`config.mk`:
```
export PLATFORM = sky130hd
export DESIGN_NAME = fscd_top
export DESIGN_NICKNAME = d
export VERILOG_FILES = /design/src/logic/fscd_pkg.sv /design/src/logic/fscd_cmd_decode.sv /design/src/logic/fscd_top.sv
export SDC_FILE = /design/constraint.sdc
export NUM_CORES = 1
export LEC_CHECK = 0
export BUFFER_PORTS_ARGS = -buffer_cell sky130_fd_sc_hd__buf_2
export CORE_MARGIN = 3
export CORE_UTILIZATION = 25
export CTS_CLUSTER_SIZE = 12
export DETAILED_ROUTE_END_ITERATION = 8
export GPL_ROUTABILITY_DRIVEN = 0
export PLACE_DENSITY = 0.6
export SETUP_SLACK_MARGIN = 0.1
export SLEW_MARGIN = 20
export SYNTH_ARGS = -nofsm -noshare
export SYNTH_HDL_FRONTEND = slang
export SYNTH_SLANG_ARGS = --single-unit
```
`constraint.sdc`:
```
create_clock -name clock -period 2.05 [get_ports clock]
set_clock_uncertainty 0.1 [all_clocks]
set_input_delay 0.205 -clock clock [delete_from_list [all_inputs] [get_ports clock]]
set_output_delay 0.205 -clock clock [all_outputs]
set_load 0.01 [all_outputs]
```
`src/logic/fscd_pkg.sv`:
```
package fscd_pkg;
    // register offsets
    localparam logic [7:0] FSCD_FAULT_ADDR = 8'h1F;
    localparam logic [7:0] FSCD_CMD_ADDR = 8'h23;
    // fault field positions
    localparam int FSCD_POR_BIT = 7;
    localparam int FSCD_AUTO_DISCH_BIT = 5;
    localparam int FSCD_FORCE_DISCH_BIT = 4;
    localparam int FSCD_OCP_BIT = 1;
    localparam int FSCD_ACCESS_ERR_BIT = 0;
    localparam logic [7:0] FSCD_FAULT_RESET = 8'h80;
    localparam logic [7:0] FSCD_FAULT_MASK = 8'hB3;
    localparam logic [7:0] FSCD_CMD_RESET = 8'h00;
    // opcodes
    localparam logic [7:0] FSCD_OP_WAKE = 8'h11;
    localparam logic [7:0] FSCD_OP_DIS_DET = 8'h22;
    localparam logic [7:0] FSCD_OP_EN_DET = 8'h33;
    localparam logic [7:0] FSCD_OP_SINK = 8'h55;
    localparam logic [7:0] FSCD_OP_SRC_DEF = 8'h77;
    localparam logic [7:0] FSCD_OP_SRC_HV = 8'h88;
    // least transmit buffer fill for a sink-transmit request
    localparam logic [7:0] FSCD_TX_MIN_BYTES = 8'h02;
    // power path state presented to the decoder
    typedef struct packed {
        logic sourcing;
        logic sinking;
        logic source_hv;
        logic hv_capable;
    } fscd_power_t;
    // fault events, one-cycle pulses
    typedef struct packed {
        logic auto_discharge_failure_flag;
        logic forced_disch_fail;
        logic ocp;
        logic sink_tx_req;
        logic invalid_conn;
    } fscd_events_t;
endpackage

```
`src/logic/fscd_cmd_decode.sv`:
```
`timescale 1ns/1ps
`default_nettype none
// decodes one opcode against the present power path state
module fscd_cmd_decode
    import fscd_pkg::*;
(
    input wire logic [7:0] opcode, // opcode to decode
    input wire fscd_power_t pwr, // present power state
    output logic wake, // wake host port
    output logic det_off, // turn detection off
    output logic det_on, // turn detection on
    output logic sink_on, // enable sink path
    output logic src_def, // source default voltage
    output logic src_hv, // source high voltage
    output logic reject // illegal in present state
);
    always_comb begin
        wake = 1'b0;
        det_off = 1'b0;
        det_on = 1'b0;
        sink_on = 1'b0;
        src_def = 1'b0;
        src_hv = 1'b0;
        reject = 1'b0;
        unique case (opcode)
            FSCD_OP_WAKE: wake = 1'b1;
            FSCD_OP_DIS_DET: begin
                reject = pwr.sourcing | pwr.sinking;
                det_off = ~reject;
            end
            FSCD_OP_EN_DET: det_on = 1'b1;
            FSCD_OP_SINK: begin
                reject = pwr.sourcing;
                sink_on = ~reject;
                det_on = ~reject;
            end
            FSCD_OP_SRC_DEF: begin
                reject = pwr.sinking;
                src_def = ~reject;
                det_on = ~reject;
            end
            FSCD_OP_SRC_HV: begin
                reject = ~pwr.sourcing | pwr.source_hv | pwr.sinking | ~pwr.hv_capable;
                src_hv = ~reject;
            end
            default: begin
            end
        endcase
    end
endmodule
`default_nettype wire

```
`src/logic/fscd_top.sv`:
```
`timescale 1ns/1ps
`default_nettype none
// Summary of operation
// - power-on reset loads fault register 0x80, bit 7 marking a power reset
// - software reset never sets the power-reset flag
// - auto discharge failure after disconnect sets bit 5 when enabled
// - forced discharge failure sets bit 4, otherwise it reads zero
// - cable supply over-current latches bit 1 until software clears it
// - flags latch; writing one clears only that flag
// - disable-detection while sourcing or sinking is rejected with access error
// - start-sinking while sourcing is rejected with access error
// - source-default while sinking is rejected with access error
// - source-high-voltage rejected unless sourcing 5 V, not sinking, capable
// - entering invalid-connection state sets access error
// - command register at 23h resets 0x00 and clears after acting
// - wake opcode only wakes the host serial port
// - disable opcode stops presence detection so present status freezes
// - enable opcode turns presence detection on
// - start-sinking enables sink path and detection unless sourcing
// - source-high-voltage requests high voltage when legal
module fscd_top
    import fscd_pkg::*;
(
    input wire logic clock, // 100 MHz clock
    input wire logic rst, // power-on reset, async high
    input wire logic software_reset, // commanded reset pulse
    input wire logic [7:0] reg_addr, // register address
    input wire logic [7:0] reg_wdata, // write data
    input wire logic reg_we, // write strobe
    output logic [7:0] reg_rdata, // read data
    input wire fscd_events_t events, // fault event pulses
    input wire logic auto_discharge_enable, // automatic discharge on
    input wire logic [7:0] transmit_byte_count, // transmit buffer fill
    input wire logic hv_capable, // device can source high voltage
    input wire logic bus_power_raw, // vbus comparator pin
    output logic [7:0] fault_latch_status, // fault register
    output logic [7:0] command_trigger, // command register
    output logic wake_host_port, // host port wake pulse
    output logic presence_detect_en, // presence detection on
    output logic bus_power_present_status, // vbus present
    output logic sink_path_en, // sink path on
    output logic source_en, // sourcing vbus
    output logic source_hv // sourcing high voltage
);
    logic [7:0] fault_r;
    logic [7:0] fault_nxt;
    logic [7:0] cmd_r;
    logic det_en_r;
    logic sink_r;
    logic src_r;
    logic hv_r;
    logic wake_r;
    logic present_r;
    logic [2:0] pin_sync_r;
    logic d_wake;
    logic d_off;
    logic d_on;
    logic d_sink;
    logic d_def;
    logic d_hv;
    logic d_rej;
    logic cmd_pending;
    logic err_evt;
    fscd_power_t pwr;
    logic fault_wr;
    logic cmd_wr;
    logic [7:0] rdata_r;

    // a write strobe aimed at one register offset
    function automatic logic wr_hit(input logic we, input logic [7:0] addr,
            input logic [7:0] target);
        return we && (addr == target);
    endfunction

    assign fault_wr = wr_hit(reg_we, reg_addr, FSCD_FAULT_ADDR);
    assign cmd_wr = wr_hit(reg_we, reg_addr, FSCD_CMD_ADDR);

    assign pwr = '{sourcing: src_r, sinking: sink_r, source_hv: hv_r, hv_capable: hv_capable};
    assign cmd_pending = (cmd_r != FSCD_CMD_RESET);

    fscd_cmd_decode u_decode (
        .opcode(cmd_r),
        .pwr(pwr),
        .wake(d_wake),
        .det_off(d_off),
        .det_on(d_on),
        .sink_on(d_sink),
        .src_def(d_def),
        .src_hv(d_hv),
        .reject(d_rej)
    );

    assign err_evt = (cmd_pending & d_rej)
        | (events.sink_tx_req & (transmit_byte_count < FSCD_TX_MIN_BYTES))
        | events.invalid_conn;

    always_comb begin
        fault_nxt = fault_r;
        if (fault_wr) begin
            fault_nxt = fault_r & ~(reg_wdata & FSCD_FAULT_MASK);
        end
        // set wins over a same-cycle clear
        // auto discharge failure
        if (events.auto_discharge_failure_flag && auto_discharge_enable) begin
            fault_nxt[FSCD_AUTO_DISCH_BIT] = 1'b1;
        end
        if (events.forced_disch_fail) begin
            fault_nxt[FSCD_FORCE_DISCH_BIT] = 1'b1;
        end
        if (events.ocp) begin
            fault_nxt[FSCD_OCP_BIT] = 1'b1;
        end
        if (err_evt) begin
            fault_nxt[FSCD_ACCESS_ERR_BIT] = 1'b1;
        end
    end

    // software reset leaves the power flag alone
    always_ff @(posedge clock or posedge rst) begin
        if (rst) begin
            fault_r <= FSCD_FAULT_RESET;
        end else begin
            fault_r <= fault_nxt & FSCD_FAULT_MASK;
        end
    end

    always_ff @(posedge clock or posedge rst) begin
        if (rst) begin
            cmd_r <= FSCD_CMD_RESET;
        end else if (software_reset) begin
            cmd_r <= FSCD_CMD_RESET;
        end else if (cmd_wr) begin
            cmd_r <= reg_wdata;
        end else begin
            cmd_r <= FSCD_CMD_RESET;
        end
    end

    // power path and detection; rejected codes have all actions low
    // rejection keeps state
    always_ff @(posedge clock or posedge rst) begin
        if (rst) begin
            det_en_r <= 1'b1;
            sink_r <= 1'b0;
            src_r <= 1'b0;
            hv_r <= 1'b0;
        end else if (software_reset) begin
            det_en_r <= 1'b1;
            sink_r <= 1'b0;
            src_r <= 1'b0;
            hv_r <= 1'b0;
        end else if (cmd_pending) begin
            if (d_off) begin
                det_en_r <= 1'b0;
            end else if (d_on) begin
                det_en_r <= 1'b1;
            end
            if (d_sink) begin
                sink_r <= 1'b1;
            end
            if (d_def) begin
                src_r <= 1'b1;
                hv_r <= 1'b0;
            end
            if (d_hv) begin
                hv_r <= 1'b1;
            end
        end
    end

    always_ff @(posedge clock or posedge rst) begin
        if (rst) begin
            wake_r <= 1'b0;
        end else begin
            wake_r <= cmd_pending & d_wake;
        end
    end

    // pin synchroniser; first stage read only by the second
    always_ff @(posedge clock or posedge rst) begin
        if (rst) begin
            pin_sync_r <= 3'b000;
        end else begin
            pin_sync_r <= {pin_sync_r[1:0], bus_power_raw};
        end
    end

    always_ff @(posedge clock or posedge rst) begin
        if (rst) begin
            present_r <= 1'b0;
        end else if (det_en_r && (pin_sync_r[1] == pin_sync_r[2])) begin
            present_r <= pin_sync_r[2];
        end
    end

    // registered read mux; data shows one cycle after the address, so the
    // host must hold the address for a cycle before taking the value
    always_ff @(posedge clock or posedge rst) begin
        if (rst) begin
            rdata_r <= 8'h00;
        end else begin
            unique case (reg_addr)
                FSCD_FAULT_ADDR: rdata_r <= fault_r;
                FSCD_CMD_ADDR: rdata_r <= cmd_r;
                default: rdata_r <= 8'h00;
            endcase
        end
    end

    assign reg_rdata = rdata_r;
    assign fault_latch_status = fault_r;
    assign command_trigger = cmd_r;
    assign wake_host_port = wake_r;
    assign presence_detect_en = det_en_r;
    assign bus_power_present_status = present_r;
    assign sink_path_en = sink_r;
    assign source_en = src_r;
    assign source_hv = hv_r;
endmodule
`default_nettype wire

```
==> impl_table.tex, run 1 <==
\begin{tabular}{lr}
\hline
Metric & Value \\
\hline
\multicolumn{2}{l}{\textbf{Power}} \\
Power density over the cells & 657 nW/um\^{}2 \\
Portion of total power attributed to combinational logic & 0.080 \\
Worst vdd ir & 0.000376 V \\
Switching share of power & 0.231 \\
Net Switching & 0.000278 W \\
Share of power burned in the clock network & 0.408 \\
Leakage power & 0.920 nW \\
Internal power & 0.000926 W \\
Register share of total power & 0.512 \\
\multicolumn{2}{l}{\textbf{CTS}} \\
Clock slew seen by the registers of the worst setup and hold paths & 0.07 ns \\
Clock latency reported for the late side of the worst-skew pair & 0.28 ns \\
CTS sink cnt & 30 \\
Number of buffers added for setup after CTS & 0 \\
CTS H-tree lvls & 2 \\
Quantity of gates resized following cts & 0 \\
Hold-fix buffers at CTS & 5 \\
Maximum clock path buffer count & 2 \\
CTS tree & done \\
Buffer cell driving the clock tree root & sky130\_fd\_sc\_hd\_\_clkbuf\_8 \\
TritonCTS Buffers & 5 \\
\multicolumn{2}{l}{\textbf{Synth}} \\
Avg Cell Area, Syn & 12.1 um\^{}2 \\
Netlist cell types & 35 \\
Sequential area share after synthesis & 0.584 \\
Number of synthesized flops with an enable pin & 0 \\
Synthesized netlist cell count & 107 \\
Post-synthesis cell type with the largest combined area & sky130\_fd\_sc\_hd\_\_dfrtp\_1 \\
Total of flip-flops plus latches after synthesis & 30 \\
Most used flip-flop cell after synthesis & sky130\_fd\_sc\_hd\_\_dfrtp\_1 \\
Post-synth ARST share & 1.00 \\
Share of the synthesized area in the top cell type & 0.543 \\
Total of warnings raised by yosys & 0 \\
Largest cells by area after synthesis & sky130\_fd\_sc\_hd\_\_dfrtp\_1 54\%, sky130\_fd\_sc\_hd\_\_and2\_1 5.3\%, sky130\_fd\_sc\_hd\_\_dfstp\_2 4.1\% \\
Area of the mapped netlist & 1290 um\^{}2 \\
\multicolumn{2}{l}{\textbf{Global routing}} \\
Busiest layer in global routing & met2 \\
Number of global-route vias before repair & 1106 \\
Global-route track usage on met2 & 0.165 \\
Initial antenna violation count & 0 \\
GRT met3 Usage & 0.0522 \\
Wire length of the first global-routing pass & 5410 um \\
Met1 usage in global routing & 0.152 \\
Congestion Overflow GR & 0 \\
Largest net degree at the start of global routing & 31 \\
GR Util All Layers & 0.116 \\
\multicolumn{2}{l}{\textbf{STA}} \\
Setup repair after global routing missed its margin & no \\
Final hold violation count & 0 \\
Minimum clock period after layout & 1.65 ns \\
Top achievable clock speed & 608 MHz \\
Setup TNS Final & 0 ns \\
Final-report setup violation count & 0 \\
Post-route worst hold slack & 0.0265 ns \\
Period Utilization, post-route & 0.803 \\
Max Slew Vio Count & 0 \\
\multicolumn{2}{l}{\textbf{Die}} \\
X dimension of the die & 77.8 um \\
Height of the chip & 77.8 um \\
Area of the die & 6060 um\^{}2 \\
Area of the core & 4850 um\^{}2 \\
Number of cell rows & 25 \\
I/O pin total & 66 \\
Initial standard-cell utilization of the core & 0.266 \\
\multicolumn{2}{l}{\textbf{Outcome}} \\
Status & finished, final reports clean \\
\multicolumn{2}{l}{\textbf{Min path}} \\
Hold Path Class & primary input to flop \\
Worst Hold Launch & reg\_wdata[2] \\
Worst hold path cell count & 2 \\
Endpoint of the worst hold path & command\_trigger[2]\$\_DFF\_PP0\_ \\
\multicolumn{2}{l}{\textbf{Setup path}} \\
End of the worst register-to-register path & fault\_latch\_status[0]\$\_DFFE\_PP0P\_ \\
Highest net fanout along the worst path & 8 \\
CP Data Arrival Time & 1.71 ns \\
Data required time of the worst path & 2.11 ns \\
CP startpoint kind & flop \\
Crit Reg-Reg Startpoint & command\_trigger[4]\$\_DFF\_PP0\_ \\
Number of cells on the worst reg-to-reg path & 4 \\
Category of the critical setup timing path & flop to flop \\
Register-to-register path setup slack & 0.40 ns \\
Kind of end point of the critical path & flop \\
\multicolumn{2}{l}{\textbf{Route}} \\
Detail-routed net length per standard cell & 12.8 um \\
Post-detailed-route via-to-cell ratio & 4.51 \\
Via total after detailed routing & 1128 \\
Routed Wire Length & 3210 um \\
Length of the first detailed-routing pass in iterations & 4 \\
Post-detailed-route DRC marker count & 0 \\
Detailed Route Iter0 Violations & 34 \\
Number of nets still failing antenna checks after routing & 0 \\
\multicolumn{2}{l}{\textbf{Placement}} \\
HPWL reported at the end of detailed placement & 2430 um \\
Post-placement cell count & 237 \\
I/O Buffers & 61 \\
\multicolumn{2}{l}{\textbf{Cells and area}} \\
Layout Cells excl Fill & 250 \\
Ant. Diodes & 0 \\
Share of layout cells above drive strength 1 & 0.443 \\
Final net count & 218 \\
Layout Area Growth over Synthesis & 42.0\% \\
Leading cell type in the layout, fill and taps excluded & sky130\_fd\_sc\_hd\_\_buf\_2 \\
Highest-count cells in the layout ignoring fill and taps & 61 x sky130\_fd\_sc\_hd\_\_buf\_2, 28 x sky130\_fd\_sc\_hd\_\_dfrtp\_1, 11 x sky130\_fd\_sc\_hd\_\_and2\_1 \\
\multicolumn{2}{l}{\textbf{Job}} \\
Number of maximum-capacitance constraint violations & 0 \\
\hline
\end{tabular}
[worst max path at each step]
stage                                        endpoint                         start  cells after the start
floorplan           fault_latch_status[0]$_DFFE_PP0P_  command_trigger[3]$_DFF_PP0_                      4
global placement    fault_latch_status[0]$_DFFE_PP0P_  command_trigger[4]$_DFF_PP0_                      4
detailed placement  fault_latch_status[0]$_DFFE_PP0P_  command_trigger[4]$_DFF_PP0_                      4
CTS                 fault_latch_status[0]$_DFFE_PP0P_  command_trigger[4]$_DFF_PP0_                      4
global route           presence_detect_en$_DFFE_PP1P_  command_trigger[3]$_DFF_PP0_                      4
finish              fault_latch_status[0]$_DFFE_PP0P_  command_trigger[4]$_DFF_PP0_                      4
[sequential cells by signal, summed over array words and instances (netlist names)]
signal                    count
bus_power_present_status      1
command_trigger               8
fault_latch_status            5
pin_sync_r                    3
presence_detect_en            1
reg_rdata                     8
sink_path_en                  1
source_en                     1
source_hv                     1
wake_host_port                1
[cell families after synthesis]
| kind of cell | synth area share |
|---|---|
| buf+inv | 0.0262 |
| simple gates | 0.265 |
| flops | 0.584 |
| other cells | 0.00291 |
| compound gates | 0.122 |
[final cells by class]
class | count | area, um^2
fillers | 483 | 3020
clock inverters | 2 | 12.5
flip-flops and latches | 30 | 753
clock buffers | 6 | 82.6
multi-input cells | 73 | 510
repair buffers | 69 | 378
well taps | 67 | 83.8
inverters | 3 | 11.3
[per-layer routing]
metal / vias up / wire length [um]
li1: 543 / -
met1: 528 / 1460
met2: 52 / 1430
met3: 5 / 271
met4: 0 / 48
met5: - / 0
[per-stage QoR]
step	utilization	setup WS (ns)	total power (W)	area [um^2]
2_1_floorplan	-	0.458	0.000666	1300
3_3_place_gp	0.348	0.412	0.000717	1690
6_report	0.378	0.404	0.00120	1830
3_5_place_dp	0.348	0.405	0.000719	1690
5_1_grt	0.378	0.264	0.00127	1830
4_1_cts	0.378	0.396	0.00122	1830
[critical path, cell delays in order, from the launching register on]
cell	delay, ns
sky130_fd_sc_hd__dfrtp_1	0.47
sky130_fd_sc_hd__and4_1	0.26
sky130_fd_sc_hd__and2_1	0.19
sky130_fd_sc_hd__a21o_1	0.18
sky130_fd_sc_hd__a221o_1	0.34
[synthesized netlist by cell type (3+ instances only)]
cell type	number
sky130_fd_sc_hd__dfrtp_1	28
sky130_fd_sc_hd__a21oi_1	4
sky130_fd_sc_hd__nor2_1	7
sky130_fd_sc_hd__buf_4	3
sky130_fd_sc_hd__and2_1	11
sky130_fd_sc_hd__nand4_1	3
sky130_fd_sc_hd__nand2_1	3
sky130_fd_sc_hd__nor4_1	4
sky130_fd_sc_hd__a22o_1	6
sky130_fd_sc_hd__nand3_1	4
sky130_fd_sc_hd__a21o_1	3
sky130_fd_sc_hd__inv_1	3
[power by group through the flow]
stage / Sequential (W) / Combinational [W] / Clock (W)
CTS: 0.000617 / 0.0000982 / 0.000505
global route: 0.000618 / 0.000110 / 0.000542
detailed placement: 0.000627 / 0.0000911 / 0
global placement: 0.000627 / 0.0000900 / 0
floorplan: 0.000630 / 0.0000356 / 0
finish: 0.000616 / 0.0000964 / 0.000491
Power figures use the tool's default switching activity.
==> inputs of run 2 (changes only) <==
clock period = 1.68 ns   (was 2.05 ns; I/O delays follow)
==> impl_table.tex, run 2 (same netlist as run 1, synthesis figures left out) <==
\begin{tabular}{lr}
\hline
Metric & Value \\
\hline
\multicolumn{2}{l}{\textbf{Outcome}} \\
Status & finished, final reports clean \\
\multicolumn{2}{l}{\textbf{Die}} \\
I/O pin total & 66 \\
Area of the core & 4850 um\^{}2 \\
Height of the chip & 77.8 um \\
Number of cell rows & 25 \\
Area of the die & 6060 um\^{}2 \\
Initial standard-cell utilization of the core & 0.266 \\
X dimension of the die & 77.8 um \\
\multicolumn{2}{l}{\textbf{Cells and area}} \\
Layout Area Growth over Synthesis & 50.0\% \\
Final net count & 230 \\
Final non-filler cell area & 1930 um\^{}2 \\
Ant. Diodes & 0 \\
Leading cell type in the layout, fill and taps excluded & sky130\_fd\_sc\_hd\_\_buf\_2 \\
Highest-count cells in the layout ignoring fill and taps & 61 x sky130\_fd\_sc\_hd\_\_buf\_2, 28 x sky130\_fd\_sc\_hd\_\_dfrtp\_1, 12 x sky130\_fd\_sc\_hd\_\_buf\_4 \\
Fill cell count & 484 \\
Share of layout cells above drive strength 1 & 0.456 \\
\multicolumn{2}{l}{\textbf{Setup path}} \\
Kind of end point of the critical path & flop \\
List of cells traversed by the critical path & or4\_4, nor4\_4, a21o\_1, a221o\_1 \\
Highest net fanout along the worst path & 5 \\
CP startpoint kind & flop \\
Register-to-register path setup slack & 0.08 ns \\
CP Data Arrival Time & 1.72 ns \\
Longest individual stage delay on the worst path & 0.56 ns \\
Category of the critical setup timing path & flop to flop \\
Number of buffers and inverters on the critical path & 0 \\
Delay-heaviest family, CP & simple AND/OR/NAND/NOR gates \\
Data required time of the worst path & 1.81 ns \\
Slowest cell on the critical path & sky130\_fd\_sc\_hd\_\_or4\_4 \\
\multicolumn{2}{l}{\textbf{Global routing}} \\
Wire length of the first global-routing pass & 5970 um \\
Largest net degree at the start of global routing & 31 \\
GR Util All Layers & 0.128 \\
Congestion Overflow GR & 0 \\
Number of global-route vias before repair & 1206 \\
Initial antenna violation count & 0 \\
\multicolumn{2}{l}{\textbf{STA}} \\
Period Utilization, post-route & 0.950 \\
Setup repair after global routing missed its margin & yes \\
Final hold violation count & 0 \\
Final-report setup violation count & 0 \\
Post-route worst hold slack & 0.0172 ns \\
Setup TNS Final & 0 ns \\
Max Slew Vio Count & 0 \\
Top achievable clock speed & 627 MHz \\
Minimum clock period after layout & 1.60 ns \\
\multicolumn{2}{l}{\textbf{CTS}} \\
Buffer cell driving the clock tree root & sky130\_fd\_sc\_hd\_\_clkbuf\_8 \\
Clock latency reported for the late side of the worst-skew pair & 0.28 ns \\
Maximum clock path buffer count & 2 \\
Clock slew seen by the registers of the worst setup and hold paths & 0.07 ns \\
Number of buffers added for setup after CTS & 0 \\
CTS sink cnt & 30 \\
CTS tree & done \\
TritonCTS Buffers & 5 \\
CTS H-tree lvls & 2 \\
\multicolumn{2}{l}{\textbf{Placement}} \\
I/O Buffers & 61 \\
HPWL reported at the end of detailed placement & 2710 um \\
Placed standard-cell area & 1750 um\^{}2 \\
\multicolumn{2}{l}{\textbf{Route}} \\
Length of the first detailed-routing pass in iterations & 4 \\
Post-detailed-route DRC marker count & 0 \\
Detailed Route Iter0 Violations & 10 \\
Via total after detailed routing & 1159 \\
Number of nets still failing antenna checks after routing & 0 \\
Detail-routed net length per standard cell & 13.2 um \\
Routed Wire Length & 3460 um \\
Post-detailed-route via-to-cell ratio & 4.42 \\
\multicolumn{2}{l}{\textbf{Power}} \\
Leakage power & 0.981 nW \\
Power density over the cells & 759 nW/um\^{}2 \\
Worst vdd ir & 0.000460 V \\
\multicolumn{2}{l}{\textbf{Job}} \\
Number of maximum-capacitance constraint violations & 0 \\
\multicolumn{2}{l}{\textbf{Min path}} \\
Hold Path Class & primary input to flop \\
\hline
\end{tabular}
==> run 2: routing by layer <==
| layer | vias to the layer above | wire length (um) | GRT usage |
|---|---|---|---|
| met5 | - | 0 | 0 |
| met4 | 0 | 50 | 0.0480 |
| met3 | 6 | 221 | 0.0464 |
| met2 | 35 | 1680 | 0.194 |
| met1 | 552 | 1510 | 0.165 |
| li1 | 566 | - | - |
==> run 2: repair_timing <==
action	4_1_cts	5_1_grt
endpoints found under the hold margin	35	0
resized for setup	1	0
hold buffers	8	0
endpoints found under the setup margin	1	2
pin swaps	1	0
==> run 2: final timing paths <==
check	from	endpoint	depth (start not counted)
max	command_trigger[2]$_DFF_PP0_	fault_latch_status[0]$_DFFE_PP0P_	4
min	reg_wdata[1]	command_trigger[1]$_DFF_PP0_	2
max reg2reg	command_trigger[2]$_DFF_PP0_	fault_latch_status[0]$_DFFE_PP0P_	4
min reg2reg	pin_sync_r[0]$_DFF_PP0_	pin_sync_r[1]$_DFF_PP0_	0
max in group asynchronous	rst	fault_latch_status[7]$_DFFE_PP1P_	4
min in group asynchronous	rst	command_trigger[3]$_DFF_PP0_	4
==> run 2: cell type report <==
cell class | instances | area (um^2) | share of cell area
Clock inverter | 1 | 5.00 | 0.00259
Inverter | 3 | 11.3 | 0.00582
Multi-Input combinational cell | 73 | 519 | 0.268
Timing Repair Buffer | 81 | 475 | 0.246
Tap cell | 67 | 83.8 | 0.0433
Clock buffer | 7 | 86.3 | 0.0446
Sequential cell | 30 | 753 | 0.389
==> run 2: report_power, final <==
group          internal [W]  switching, W  total [W]
sequential         0.000741     0.0000117   0.000753
clock              0.000330      0.000262   0.000592
combinational     0.0000650     0.0000596   0.000125
==> run 2: stage by stage <==
| step | std cells | power [W] | setup slack, ns | utilization |
|---|---|---|---|---|
| after floorplan | 109 | 0.000812 | 0.101 | - |
| after global placement | 246 | 0.000876 | 0.101 | 0.362 |
| after detailed placement | 246 | 0.000879 | 0.0713 | 0.362 |
| after CTS | 262 | 0.00149 | 0.0853 | 0.399 |
| after global routing | 262 | 0.00155 | 0.0279 | 0.399 |
| final | 262 | 0.00147 | 0.0845 | 0.399 |
